[src/metering_peak_status_consts.vh]
// offsets, field positions, reset values and timing for the peak/status bank
`ifndef METERING_PEAK_STATUS_CONSTS_VH
`define METERING_PEAK_STATUS_CONSTS_VH
`define ADDR_CURRENT_PEAK   16'he500
`define ADDR_VOLTAGE_PEAK   16'he501
`define ADDR_EVENT_STATUS   16'he502
`define PEAK_VALUE_MSB      23
`define PEAK_TAG_LSB        24
`define PEAK_TAG_MSB        26
`define PEAK_RESET          32'h00000000
`define STATUS_WIDTH        19
`define STATUS_RESET        19'h00000
`define BIT_TOTAL_ACT_HALF  0
`define BIT_FUND_ACT_HALF   1
`define BIT_TOTAL_REA_HALF  2
`define BIT_FUND_REA_HALF   3
`define BIT_APPARENT_HALF   4
`define BIT_LINE_CYCLE      5
`define BIT_ACT_SIGN_A      6
`define BIT_SUM_ONE_SIGN    9
`define BIT_REA_SIGN_A      10
`define BIT_SUM_TWO_SIGN    13
`define BIT_PULSE_ONE       14
`define BIT_COMPUTE_DONE    17
`define BIT_SUM_THREE_SIGN  18
`define PULSE_SEL_ONE_LSB   0
`define PULSE_SEL_TWO_LSB   3
`define PULSE_SEL_THREE_LSB 6
`define PULSE_DIS_ONE_BIT   9
`define PULSE_DIS_TWO_BIT   10
`define PULSE_DIS_THREE_BIT 11
`define COMPUTE_RATE_HZ     8000
`define CLOCK_RATE_HZ       50000000
`endif

[src/edge_event_flag.v]
// sticky event flag with edge detect on its source, set wins over clear
`timescale 1ns/1ps
module edge_event_flag #(
  parameter FALLING = 0
) (
  // clock and reset
  input  wire clock,
  input  wire rst_n,
  input  wire clock_enable,
  // source and control
  input  wire source_level,
  input  wire enable,
  input  wire clear,
  // flag
  output reg  flag
);
  reg  last_level;
  wire edge_seen;

  // rising or falling edge depending on polarity
  assign edge_seen = FALLING ? (last_level & ~source_level)
                             : (~last_level & source_level);

  // remember source and hold flag until cleared
  always @(posedge clock or negedge rst_n) begin
    if (!rst_n) begin
      last_level <= 1'b0;
      flag       <= 1'b0;
    end else if (clock_enable) begin
      last_level <= source_level;
      if (enable & edge_seen)
        flag <= 1'b1;
      else if (clear)
        flag <= 1'b0;
    end
  end
endmodule // edge_event_flag

[src/metering_peak_status_regs.v]
// peak capture and first event status registers of the metering core
//
// Contract
// - current peak magnitude in bits 23:0
// - one-hot current peak phase tag bits 24-26
// - peak registers read zero in bits 31:27
// - voltage peak magnitude in bits 23:0
// - one-hot voltage peak phase tag bits 24-26
// - bit 0: total active energy bit30 toggled
// - bit 1: fundamental active bit30, variant gated
// - bit 2: total reactive bit30, variant gated
// - bit 3: fundamental reactive bit30, variant gated
// - bit 4: apparent energy bit30 toggled
// - bit 5: line-cycle accumulation finished
// - bits 6-8: selected active power sign change
// - bits 10-12: selected reactive sign change, gated
// - bits 9,13,18: pulse sum power sign change
// - bits 14-16: pulse output falling edge
// - pulse flags set even when output disabled
// - pulse source select fields in mode register
// - bit 17: periodic computation pass done
// - status bits 31:19 read zero
`timescale 1ns/1ps
`include "metering_peak_status_consts.vh"
module metering_peak_status_regs #(
  parameter HAS_FUNDAMENTAL = 1,
  parameter HAS_REACTIVE    = 1
) (
  // clock, reset and enable
  input  wire        clock,
  input  wire        rst_n,
  input  wire        clock_enable,
  // register port from the serial interface
  input  wire [15:0] reg_addr,
  input  wire        reg_read,
  input  wire        reg_write,
  input  wire [31:0] reg_wdata,
  output reg  [31:0] reg_rdata,
  output reg         reg_rvalid,
  // peak detector results
  input  wire        current_peak_update,
  input  wire [23:0] current_peak_in,
  input  wire [1:0]  current_peak_phase,
  input  wire        voltage_peak_update,
  input  wire [23:0] voltage_peak_in,
  input  wire [1:0]  voltage_peak_phase,
  // energy accumulator bit 30, three phases each
  input  wire [2:0]  total_active_bit30,
  input  wire [2:0]  fund_active_bit30,
  input  wire [2:0]  total_reactive_bit30,
  input  wire [2:0]  fund_reactive_bit30,
  input  wire [2:0]  apparent_bit30,
  // line cycle and compute pass strobes
  input  wire        line_cycle_end,
  input  wire        accumulation_mode_line,
  input  wire        compute_pass_end,
  // power signs: total and fundamental, phases a-c
  input  wire        active_sign_selector,
  input  wire        reactive_sign_selector,
  input  wire [2:0]  total_active_sign,
  input  wire [2:0]  fund_active_sign,
  input  wire [2:0]  total_reactive_sign,
  input  wire [2:0]  fund_reactive_sign,
  input  wire [2:0]  pulse_sum_sign,
  // pulse outputs and their mode register
  input  wire [2:0]  pulse_output_level,
  input  wire [11:0] pulse_mode_register,
  // selected power source and output gate for each pulse output
  output reg  [2:0]  pulse_one_source_select,
  output reg  [2:0]  pulse_two_source_select,
  output reg  [2:0]  pulse_three_source_select,
  output reg  [2:0]  pulse_output_gate
);
  reg  [23:0] current_peak_value;
  reg  [2:0]  current_peak_phase_tag;
  reg  [23:0] voltage_peak_value;
  reg  [2:0]  voltage_peak_phase_tag;
  reg  [`STATUS_WIDTH-1:0] clear_vec;
  reg  [2:0]  next_current_tag;
  reg  [2:0]  next_voltage_tag;
  reg  [31:0] next_rdata;
  wire [`STATUS_WIDTH-1:0] event_status_first;
  wire [`STATUS_WIDTH-1:0] src_level;
  wire [`STATUS_WIDTH-1:0] src_enable;
  wire [2:0]  active_sel_sign;
  wire [2:0]  reactive_sel_sign;
  wire        fund_ok;
  wire        reactive_ok;
  wire        line_pulse;
  wire        status_write;

  assign fund_ok      = (HAS_FUNDAMENTAL != 0);
  assign reactive_ok  = (HAS_REACTIVE != 0);
  assign status_write = reg_write & (reg_addr == `ADDR_EVENT_STATUS);
  assign line_pulse   = line_cycle_end & accumulation_mode_line;

  // signs picked by the total/fundamental selectors
  assign active_sel_sign   = active_sign_selector ? fund_active_sign
                                                  : total_active_sign;
  assign reactive_sel_sign = reactive_sign_selector ? fund_reactive_sign
                                                    : total_reactive_sign;

  // one-hot phase tag from the phase index
  always @* begin
    next_current_tag = 3'h0;
    next_voltage_tag = 3'h0;
    case (current_peak_phase)
      2'h0:    next_current_tag = 3'h1;
      2'h1:    next_current_tag = 3'h2;
      2'h2:    next_current_tag = 3'h4;
      default: next_current_tag = 3'h0;
    endcase
    case (voltage_peak_phase)
      2'h0:    next_voltage_tag = 3'h1;
      2'h1:    next_voltage_tag = 3'h2;
      2'h2:    next_voltage_tag = 3'h4;
      default: next_voltage_tag = 3'h0;
    endcase
  end

  // peak capture registers
  always @(posedge clock or negedge rst_n) begin
    if (!rst_n) begin
      current_peak_value     <= 24'h000000;
      current_peak_phase_tag <= 3'h0;
      voltage_peak_value     <= 24'h000000;
      voltage_peak_phase_tag <= 3'h0;
    end else if (clock_enable) begin
      if (current_peak_update) begin
        current_peak_value     <= current_peak_in;
        current_peak_phase_tag <= next_current_tag;
      end
      if (voltage_peak_update) begin
        voltage_peak_value     <= voltage_peak_in;
        voltage_peak_phase_tag <= next_voltage_tag;
      end
    end
  end

  // event sources; toggles of bit 30 seen as either edge of the xor
  assign src_level[`BIT_TOTAL_ACT_HALF] = ^total_active_bit30;
  assign src_level[`BIT_FUND_ACT_HALF]  = ^fund_active_bit30;
  assign src_level[`BIT_TOTAL_REA_HALF] = ^total_reactive_bit30;
  assign src_level[`BIT_FUND_REA_HALF]  = ^fund_reactive_bit30;
  assign src_level[`BIT_APPARENT_HALF]  = ^apparent_bit30;
  assign src_level[`BIT_LINE_CYCLE]     = line_pulse;
  assign src_level[`BIT_ACT_SIGN_A+2:`BIT_ACT_SIGN_A] = active_sel_sign;
  assign src_level[`BIT_SUM_ONE_SIGN]   = pulse_sum_sign[0];
  assign src_level[`BIT_REA_SIGN_A+2:`BIT_REA_SIGN_A] = reactive_sel_sign;
  assign src_level[`BIT_SUM_TWO_SIGN]   = pulse_sum_sign[1];
  assign src_level[`BIT_PULSE_ONE+2:`BIT_PULSE_ONE] = pulse_output_level;
  assign src_level[`BIT_COMPUTE_DONE]   = compute_pass_end;
  assign src_level[`BIT_SUM_THREE_SIGN] = pulse_sum_sign[2];

  // variant gating; pulse flags ignore the disable bits
  assign src_enable[`BIT_TOTAL_ACT_HALF] = 1'b1;
  assign src_enable[`BIT_FUND_ACT_HALF]  = fund_ok;
  assign src_enable[`BIT_TOTAL_REA_HALF] = reactive_ok;
  assign src_enable[`BIT_FUND_REA_HALF]  = fund_ok & reactive_ok;
  assign src_enable[`BIT_REA_SIGN_A-1:`BIT_APPARENT_HALF] = 6'h3f;
  assign src_enable[`BIT_REA_SIGN_A+2:`BIT_REA_SIGN_A] =
           {3{reactive_ok}};
  assign src_enable[`STATUS_WIDTH-1:`BIT_SUM_TWO_SIGN] = 6'h3f;

  // write-one-to-clear mask from the host
  always @* begin
    clear_vec = {`STATUS_WIDTH{1'b0}};
    if (status_write)
      clear_vec = reg_wdata[`STATUS_WIDTH-1:0];
  end

  // one sticky flag per rise-only or fall-only status bit, two ORed per both-edge bit; sign flags see both edges
  genvar i;
  generate
    for (i = 0; i < `STATUS_WIDTH; i = i + 1) begin : g_flag
      if (i == `BIT_LINE_CYCLE || i == `BIT_COMPUTE_DONE) begin : g_rise
        edge_event_flag #(.FALLING(0)) u_flag (
          .clock        (clock),
          .rst_n        (rst_n),
          .clock_enable (clock_enable),
          .source_level (src_level[i]),
          .enable       (src_enable[i]),
          .clear        (clear_vec[i]),
          .flag         (event_status_first[i])
        );
      end else if (i >= `BIT_PULSE_ONE && i < `BIT_COMPUTE_DONE)
      begin : g_fall
        edge_event_flag #(.FALLING(1)) u_flag (
          .clock        (clock),
          .rst_n        (rst_n),
          .clock_enable (clock_enable),
          .source_level (src_level[i]),
          .enable       (src_enable[i]),
          .clear        (clear_vec[i]),
          .flag         (event_status_first[i])
        );
      end else begin : g_both
        wire rise_flag;
        wire fall_flag;
        edge_event_flag #(.FALLING(0)) u_rise (
          .clock        (clock),
          .rst_n        (rst_n),
          .clock_enable (clock_enable),
          .source_level (src_level[i]),
          .enable       (src_enable[i]),
          .clear        (clear_vec[i]),
          .flag         (rise_flag)
        );
        edge_event_flag #(.FALLING(1)) u_fall (
          .clock        (clock),
          .rst_n        (rst_n),
          .clock_enable (clock_enable),
          .source_level (src_level[i]),
          .enable       (src_enable[i]),
          .clear        (clear_vec[i]),
          .flag         (fall_flag)
        );
        assign event_status_first[i] = rise_flag | fall_flag;
      end
    end
  endgenerate

  // read mux; upper bits are constant zero
  always @* begin
    next_rdata = 32'h00000000;
    case (reg_addr)
      `ADDR_CURRENT_PEAK:
        next_rdata = {5'h00, current_peak_phase_tag,
                      current_peak_value};
      `ADDR_VOLTAGE_PEAK:
        next_rdata = {5'h00, voltage_peak_phase_tag,
                      voltage_peak_value};
      `ADDR_EVENT_STATUS:
        next_rdata = {13'h0000, event_status_first};
      default:
        next_rdata = 32'h00000000;
    endcase
  end

  // registered read answer and pulse mode decode
  always @(posedge clock or negedge rst_n) begin
    if (!rst_n) begin
      reg_rdata                 <= `PEAK_RESET;
      reg_rvalid                <= 1'b0;
      pulse_one_source_select   <= 3'h0;
      pulse_two_source_select   <= 3'h0;
      pulse_three_source_select <= 3'h0;
      pulse_output_gate         <= 3'h0;
    end else if (clock_enable) begin
      reg_rvalid <= reg_read;
      if (reg_read)
        reg_rdata <= next_rdata;
      pulse_one_source_select <=
        pulse_mode_register[`PULSE_SEL_ONE_LSB+2:`PULSE_SEL_ONE_LSB];
      pulse_two_source_select <=
        pulse_mode_register[`PULSE_SEL_TWO_LSB+2:`PULSE_SEL_TWO_LSB];
      pulse_three_source_select <=
        pulse_mode_register[`PULSE_SEL_THREE_LSB+2:`PULSE_SEL_THREE_LSB];
      pulse_output_gate <= ~{pulse_mode_register[`PULSE_DIS_THREE_BIT],
                             pulse_mode_register[`PULSE_DIS_TWO_BIT],
                             pulse_mode_register[`PULSE_DIS_ONE_BIT]};
    end
  end
endmodule // metering_peak_status_regs

[config.mk]
export PLATFORM = sky130hd
export DESIGN_NAME = metering_peak_status_regs
export DESIGN_NICKNAME = d
export VERILOG_FILES = /design/src/edge_event_flag.v /design/src/metering_peak_status_regs.v
export VERILOG_INCLUDE_DIRS = /design/src
export SDC_FILE = /design/constraint.sdc
export NUM_CORES = 1
export LEC_CHECK = 0
export BUFFER_PORTS_ARGS = -buffer_cell sky130_fd_sc_hd__buf_2
export CAP_MARGIN = 25
export CORE_MARGIN = 2
export CORE_UTILIZATION = 40
export DETAILED_ROUTE_END_ITERATION = 6
export PLACE_DENSITY = 0.65
export SYNTH_ARGS = -nofsm -noshare
export SYNTH_HDL_FRONTEND = slang
export SYNTH_SLANG_ARGS = --single-unit
[constraint.sdc]
create_clock -name clock -period 2.71 [get_ports clock]
set_clock_uncertainty 0.15 [all_clocks]
set_input_delay 0.1355 -clock clock [delete_from_list [all_inputs] [get_ports clock]]
set_output_delay 0.1355 -clock clock [all_outputs]
set_load 0.005 [all_outputs]
==> flow_summary.yaml, run 1 <==
floorplan:
  die_x_um: 129.7
  ioPinCount: 202
  fp.coreArea_um2: 15310
  die_h_um: 129.7
  placementRows: 45
  dieArea_um2: 16820
  initial_core_util_pct: 41.26
hold_path:
  hold_path_class: "in2reg"
  hold_end: "g_flag[0].g_both.u_fall.last_level"
  hp-start: "total_active_bit30[1]"
  hold-path-cell-count: 3
logic_synthesis:
  synth_seq_area_share_pct: 57.82
  synthesis.area_per_instance_um2: 12.13
  synth.top_cells.by_area: "sky130_fd_sc_hd__dfrtp_1 58%, sky130_fd_sc_hd__mux2_2 11%, sky130_fd_sc_hd__mux2i_1 6.5%"
  synth-edff-count: 0
  syn_area_um2: 6319
  post_synth_most_frequent_cells: "146 x sky130_fd_sc_hd__dfrtp_1, 60 x sky130_fd_sc_hd__mux2_2, 44 x sky130_fd_sc_hd__nand2_1"
  netlist-cell-type-count: 32
  fraction_of_synthesized_cell_area_taken_by_the_top_area_cell_type_pct: 57.82
  post_synth_inst_count: 521
  most_used_dff_post_synth: "sky130_fd_sc_hd__dfrtp_1"
  synth_top_area_cell: "sky130_fd_sc_hd__dfrtp_1"
  synth.ff_latch_count: 146
  post-synth-top-count-cell: "sky130_fd_sc_hd__dfrtp_1"
  ys_async_sr_fraction_pct: 100.0
  yosys_warnings: 0
setup_path:
  r2r_start: "g_flag[13].g_both.u_fall.last_level"
  critical-path-max-stage-delay_ns: 0.55
  timing.reg2reg.worst_path_depth: 3
  timing.critical_path.cells: "buf_2 -> nor4_1 -> and4_1 -> buf_4 -> nand3_1 -> o2bb2ai_1 -> dlygate4sd3_1"
  cp-end-kind: "register"
  crit-reg2reg-capture: "g_flag[13].g_both.u_fall.flag"
  worst-endpoint-arrival_ns: 1.99
  worst_setup_path_start_kind: "primary input"
  register_to_register_path_setup_slack_ns: 1.35
  path_class: "in2reg"
  worst_path_max_fanout: 19
  crit_slowest_cell: "sky130_fd_sc_hd__dlygate4sd3_1"
  critical_path_required_ns: 2.86
grt:
  grt_usage_pct: 20.87
  grt_antenna_before_repair: 0
  first_global_vias: 5424
  grt-ovfl-total: 0
  grt_first_pass_wirelength_um: 26750
  largest_net_degree_at_the_start_of_global_routing: 82
sta:
  fmax_mhz: 543.6
  min_period_ns: 1.840
  timing_hold_violations_final: 0
  final_cycle_utilization_of_the_critical_path_pct: 67.88
  timing_max_transition_violations_final: 0
  max_slew.worst_pin.slew_ns: 0.7829
  timing.slew.headroom_pct: 47.80
  post_route_setup_tns_ns: 0
  finalSetupViolCount: 0
  grt_setup_unrepaired: "no"
power_and_ir_drop:
  power_density_nw_per_um2: 607.2
  worst_ir_drop_vdd_v: 0.0004099
  standby_leakage_power_nw: 4.233
cells_and_area:
  stdcell_area_um2: 9185
  insertedDiodeCount: 0
  fillerInstances: 1265
  nets: 974
  multiInputGateArea_um2: 2437
  drive_above_1_share_pct: 35.14
  area_delta_synth_final_pct: 45.37
  register_area_um2: 3654
route:
  wire_per_inst_um: 16.22
  wl_um: 16850
  dr.pass1.iters: 4
  num_vias: 5139
  drt-vias-per-instance: 4.946
  remaining_drc_errors: 0
  ant_nets: 0
  first_iter_violations: 183
placement:
  placed_area_um2: 7432
  port_buffers: 183
  globalplace.congestion: 0.7558
  dpl.hpwl_um: 11000
cts:
  clock_insertion_delay_at_the_later_pin_of_the_skew_report_ns: 0.42
  cts_tree: "yes"
  cts.sinks: 146
  post_cts_hold_buffer_count: 114
  cts.repair_timing.setup_buffer_count: 0
  root_buffer: "sky130_fd_sc_hd__clkbuf_16"
  htreeDepth: 4
  cts_repair_resize_count: 0
  cts_clk_pin_slew_worst_paths_ns: 0.06
  max-clock-path-buffers: 2
  cts_buffers: 17
run_status:
  outcome: "completed"
run:
  maxcap_violations: 0
metal layers:
metal	vias up	track usage (%)	share of wire (%)
li1	2429	-	-
met1	2531	25.71	43
met2	152	36.40	50
met3	27	3.716	4.1
met4	0	8.349	2.1
met5	-	0	0
layout make-up:
class | instances | area share (%)
Timing Repair Buffer | 307 | 23.42
Clock inverter | 8 | 1.389
Tap cell | 211 | 2.874
Clock buffer | 22 | 5.272
Multi-Input combinational cell | 327 | 26.54
Inverter | 18 | 0.7356
Sequential cell | 146 | 39.78
worst max-delay path, delay by kind of cell:
family,cells,cell delay (ns)
AOI/OAI and AO/OA,1,0.15
buffers and inverters,3,0.97
and+or+nand+nor,3,0.73
sequential cells by signal, summed over array words and instances (netlist names), 13 cells and up:
signal / cells
reg_rdata: 27
current_peak_value: 24
voltage_peak_value: 24
g_flag.g_both.u_fall.last_level: 13
g_flag.g_both.u_fall.flag: 14
g_flag.g_both.u_rise.flag: 14
report_power, final:
group | leakage, nW | internal [mW] | switching, mW | total [mW]
Clock | 0.283 | 1.54 | 0.877 | 2.41
Combinational | 2.27 | 0.411 | 0.308 | 0.719
Sequential | 1.68 | 2.35 | 0.0918 | 2.45
worst max-delay path by stage:
stage                                                to        start
after detailed placement                  reg_rdata[23]  reg_addr[3]
after global placement                    reg_rdata[19]  reg_addr[3]
after floorplan           g_flag[12].g_both.u_fall.flag  reg_addr[3]
final                     g_flag[13].g_both.u_fall.flag  reg_addr[3]
after CTS                 g_flag[13].g_both.u_fall.flag  reg_addr[3]
after global routing      g_flag[13].g_both.u_fall.flag  reg_addr[1]
placed cells by master, fill, tap and decap left out, types with 2 or more instances in the layout:
cell type	n
sky130_fd_sc_hd__nand2b_1	5
sky130_fd_sc_hd__o22a_1	14
sky130_fd_sc_hd__conb_1	5
sky130_fd_sc_hd__a21oi_1	11
sky130_fd_sc_hd__nand2_1	44
sky130_fd_sc_hd__nor3b_1	11
sky130_fd_sc_hd__buf_4	9
sky130_fd_sc_hd__xnor2_1	5
sky130_fd_sc_hd__xor2_1	5
sky130_fd_sc_hd__buf_2	182
sky130_fd_sc_hd__clkinvlp_4	5
sky130_fd_sc_hd__clkbuf_16	17
sky130_fd_sc_hd__clkbuf_8	4
sky130_fd_sc_hd__o21ai_0	29
sky130_fd_sc_hd__dfrtp_1	146
sky130_fd_sc_hd__o2bb2ai_1	6
sky130_fd_sc_hd__o21ai_2	7
sky130_fd_sc_hd__nor2_1	26
sky130_fd_sc_hd__mux2_2	60
sky130_fd_sc_hd__bufinv_16	3
sky130_fd_sc_hd__o31ai_1	2
sky130_fd_sc_hd__a32o_1	16
sky130_fd_sc_hd__nand3_1	20
sky130_fd_sc_hd__mux2i_1	41
sky130_fd_sc_hd__dlygate4sd3_1	114
sky130_fd_sc_hd__inv_1	18
sky130_fd_sc_hd__a21o_1	11
through the flow:
step	hold slack [ns]	power (mW)	setup slack [ns]	utilization (%)	cells
finish	0.003603	5.577	0.8705	59.98	1039
global route	0.008220	5.818	0.7269	59.98	1039
CTS	0.007216	5.638	0.8685	59.98	1039
detailed placement	-0.1020	3.077	0.8205	48.53	895
global placement	-0.1091	3.037	0.9014	48.53	895
floorplan	-0.3101	2.805	1.239	-	525
kinds of logic (layout without fill, tap and decap cells):
family	Yosys count	count (layout)	share of synthesized area, %
DFF	146	146	57.82
xor gates and xnor gates	10	10	1.386
and+or+nand+nor	114	114	8.634
AOI/OAI and AO/OA	97	97	11.07
muxes	101	101	17.19
buffers and inverters	52	355	3.842
other	1	5	0.05935
(Power assumes the default switching activity.)
==> inputs of run 2 (changes only) <==
--- a/config.mk
+++ b/config.mk
@@ -6,12 +6,13 @@
 export SDC_FILE = /design/constraint.sdc
 export NUM_CORES = 1
 export LEC_CHECK = 0
+export ABC_AREA = 1
 export BUFFER_PORTS_ARGS = -buffer_cell sky130_fd_sc_hd__buf_2
 export CAP_MARGIN = 25
 export CORE_MARGIN = 2
 export CORE_UTILIZATION = 40
 export DETAILED_ROUTE_END_ITERATION = 6
-export PLACE_DENSITY = 0.65
+export PLACE_DENSITY = 0.67
 export SYNTH_ARGS = -nofsm -noshare
 export SYNTH_HDL_FRONTEND = slang
 export SYNTH_SLANG_ARGS = --single-unit
==> constraint.sdc (replaced) <==
create_clock -name clock -period 1.6 [get_ports clock]
set_clock_uncertainty 0.15 [all_clocks]
set_input_delay 0.08 -clock clock [delete_from_list [all_inputs] [get_ports clock]]
set_output_delay 0.08 -clock clock [all_outputs]
set_load 0.005 [all_outputs]
==> flow_summary.yaml, run 2 <==
logic_synthesis:
  netlist-cell-type-count: 25
  synth-compound-area-share_pct: 2.345
  synth.ff_latch_count: 146
  synthesis.area_per_instance_um2: 7.970
  post-synth-top-count-cell: "sky130_fd_sc_hd__nand2_1"
  ys_async_sr_fraction_pct: 100.0
  synth.top_cells.by_area: "sky130_fd_sc_hd__dfrtp_1 55%, sky130_fd_sc_hd__nand2_1 23%, sky130_fd_sc_hd__nand3_1 8.2%"
  synth_simple_gate_area_share_pct: 35.67
  synth.area.mux_share_pct: 0
  syn_area_um2: 6615
  post_synth_xor_area_fraction_pct: 1.324
  synth-edff-count: 0
  synth_top_family_by_area: "simple AND/OR/NAND/NOR gates"
  post_synth_most_frequent_cells: "408 x sky130_fd_sc_hd__nand2_1, 146 x sky130_fd_sc_hd__dfrtp_1, 109 x sky130_fd_sc_hd__nand3_1"
  yosys_warnings: 0
  most_used_dff_post_synth: "sky130_fd_sc_hd__dfrtp_1"
  post_synth_inst_count: 830
  fraction_of_synthesized_cell_area_taken_by_the_top_area_cell_type_pct: 55.23
  synth_top_area_cell: "sky130_fd_sc_hd__dfrtp_1"
  synth_seq_area_share_pct: 55.23
  yosys.area_share.adder_pct: 0
sta:
  post_route_setup_tns_ns: 0
  max_slew.worst_pin.slew_ns: 0.5159
  timing_max_transition_violations_final: 0
  final_cycle_utilization_of_the_critical_path_pct: 95.89
  min_period_ns: 1.534
  fmax_mhz: 651.8
  finalWorstSetupSlack_ns: 0.06582
  timing_hold_violations_final: 0
  timing.slew.headroom_pct: 65.39
  grt_setup_unrepaired: "no"
  finalSetupViolCount: 0
setup_path:
  path_class: "in2reg"
  critical_path.most_common_cell: "sky130_fd_sc_hd__dlygate4sd3_1"
  worst_setup_path_start_kind: "primary input"
  worst_path_max_fanout: 3
  critical-path-max-stage-delay_ns: 0.61
  cp_top_family: "buffers and inverters"
  worst-path-buf-inv: 3
  crit_slowest_cell: "sky130_fd_sc_hd__dlygate4sd3_1"
  worst-endpoint-arrival_ns: 1.74
  critical_path_required_ns: 1.81
  cp-end-kind: "register"
  timing.critical_path.cells: "dlygate4sd3_1 -> buf_2 -> xor2_1 -> dlygate4sd3_1 -> nand3_1 -> nand2_1"
cells_and_area:
  multiInputGateArea_um2: 2629
  reg_top3: "reg_rdata: 27 flops, current_peak_value: 24 flops, voltage_peak_value: 24 flops"
  nets: 1318
  stdcell_area_um2: 9967
  area_delta_synth_final_pct: 50.67
  drive_above_1_share_pct: 22.40
  insertedDiodeCount: 0
  largest-register: "reg_rdata"
  most-common-layout-cells: "408 x sky130_fd_sc_hd__nand2_1, 182 x sky130_fd_sc_hd__buf_2, 146 x sky130_fd_sc_hd__dfrtp_1"
  register_area_um2: 3654
  final_common_cell: "sky130_fd_sc_hd__nand2_1"
  fillerInstances: 1415
  max_reg_flops: 27
  instances_no_fill: 1394
route:
  first_iter_violations: 469
  drt-vias-per-instance: 4.729
  remaining_drc_errors: 0
  num_vias: 6592
  wl_um: 19600
  wire_per_inst_um: 14.06
  ant_nets: 0
  dr.pass1.iters: 5
floorplan:
  dieArea_um2: 17580
  die_x_um: 132.6
  die_h_um: 132.6
  placementRows: 47
  initial_core_util_pct: 40.46
  ioPinCount: 202
  fp.coreArea_um2: 16350
cts:
  cts_clk_pin_slew_worst_paths_ns: 0.06
  cts.sinks: 146
  root_buffer: "sky130_fd_sc_hd__clkbuf_16"
  max-clock-path-buffers: 2
  clock_insertion_delay_at_the_later_pin_of_the_skew_report_ns: 0.42
  cts_buffers: 17
  htreeDepth: 4
  cts.repair_timing.setup_buffer_count: 0
  cts_tree: "yes"
grt:
  grt-ovfl-total: 0
  grt_busiest_layer: "met2"
  grt_first_pass_wirelength_um: 32160
  first_global_vias: 6574
  grtUsageMet3_pct: 4.559
  grt_usage_pct: 22.98
  grtUsageMet2_pct: 38.80
  grt_antenna_before_repair: 0
  use_met1_pct: 29.92
  largest_net_degree_at_the_start_of_global_routing: 61
power_and_ir_drop:
  power_density_nw_per_um2: 946.4
  worst_ir_drop_vdd_v: 0.0007461
  fin_total_pwr_mw: 9.433
  standby_leakage_power_nw: 5.176
run_status:
  outcome: "completed"
hold_path:
  hold_path_class: "in2reg"
placement:
  dpl.cell_count: 1218
  dpl.hpwl_um: 11990
  port_buffers: 183
  globalplace.congestion: 0.7940
  placed_area_um2: 7900
  post_place_worst_slack_ns: 0.03812
run:
  maxcap_violations: 0
## run 2: area by class of cell
class | instances | area share [%]
Inverter | 34 | 1.280
Clock inverter | 14 | 1.896
Tap cell | 220 | 2.762
Sequential cell | 146 | 36.66
Multi-Input combinational cell | 610 | 26.37
Timing Repair Buffer | 352 | 26.73
Clock buffer | 18 | 4.306
## run 2: logic make-up (layout without fill, tap and decap cells)
kind of cell | Yosys count | after routing
DFF | 146 | 146
AOI/OAI and AO/OA | 30 | 30
other | 1 | 5
xor gates and xnor gates | 10 | 10
and+or+nand+nor | 565 | 565
buffers and inverters | 78 | 418
## run 2: worst register-to-register path: cells and delay by family, from the launching register on
family	cells	cell delay, ns
buffers and inverters	1	0.56
and+or+nand+nor	2	0.12
DFF	1	0.37
## run 2: where the power goes
part | internal [mW] | switching (mW)
registers | 3.95 | 0.138
clock network | 2.60 | 1.55
logic | 0.621 | 0.570
## run 2: final timing paths
| path | end | slack (ns) | cells after the start | from |
|---|---|---|---|---|
| worst max-delay path | g_flag[4].g_both.u_fall.flag | 0.07 | 6 | apparent_bit30[1] |
| worst min-delay path | g_flag[3].g_both.u_rise.flag | 0.003 | 5 | fund_reactive_bit30[2] |
| worst max register to register | current_peak_value[1] | 0.27 | 3 | current_peak_value[1] |
| worst min register to register | g_flag[0].g_both.u_fall.flag | 0.32 | 2 | g_flag[0].g_both.u_fall.flag |
| max in group asynchronous | g_flag[7].g_both.u_fall.last_level | 0.74 | 3 | rst_n |
| min in group asynchronous | current_peak_value[21] | 0.03 | 2 | rst_n |
## run 2: per-layer routing
metal	part of all wire, %	wire length (um)
met3	5.0	976
met1	44	8624
met4	1.9	370
met2	49	9624
met5	0	0
## run 2: timing repair
item                                    CTS  global route
hold buffers                            144             0
endpoints found under the setup margin    0             2
endpoints found under the hold margin   270             0
resized for setup                         0             1
## run 2: per-stage QoR
stage | utilization (%) | hold slack, ns
after floorplan | - | -0.3656
after detailed placement | 48.32 | -0.08809
final | 60.97 | 0.002740
after global placement | 48.32 | -0.08084
after global routing | 60.97 | 0.02096
after CTS | 60.92 | 0.001548
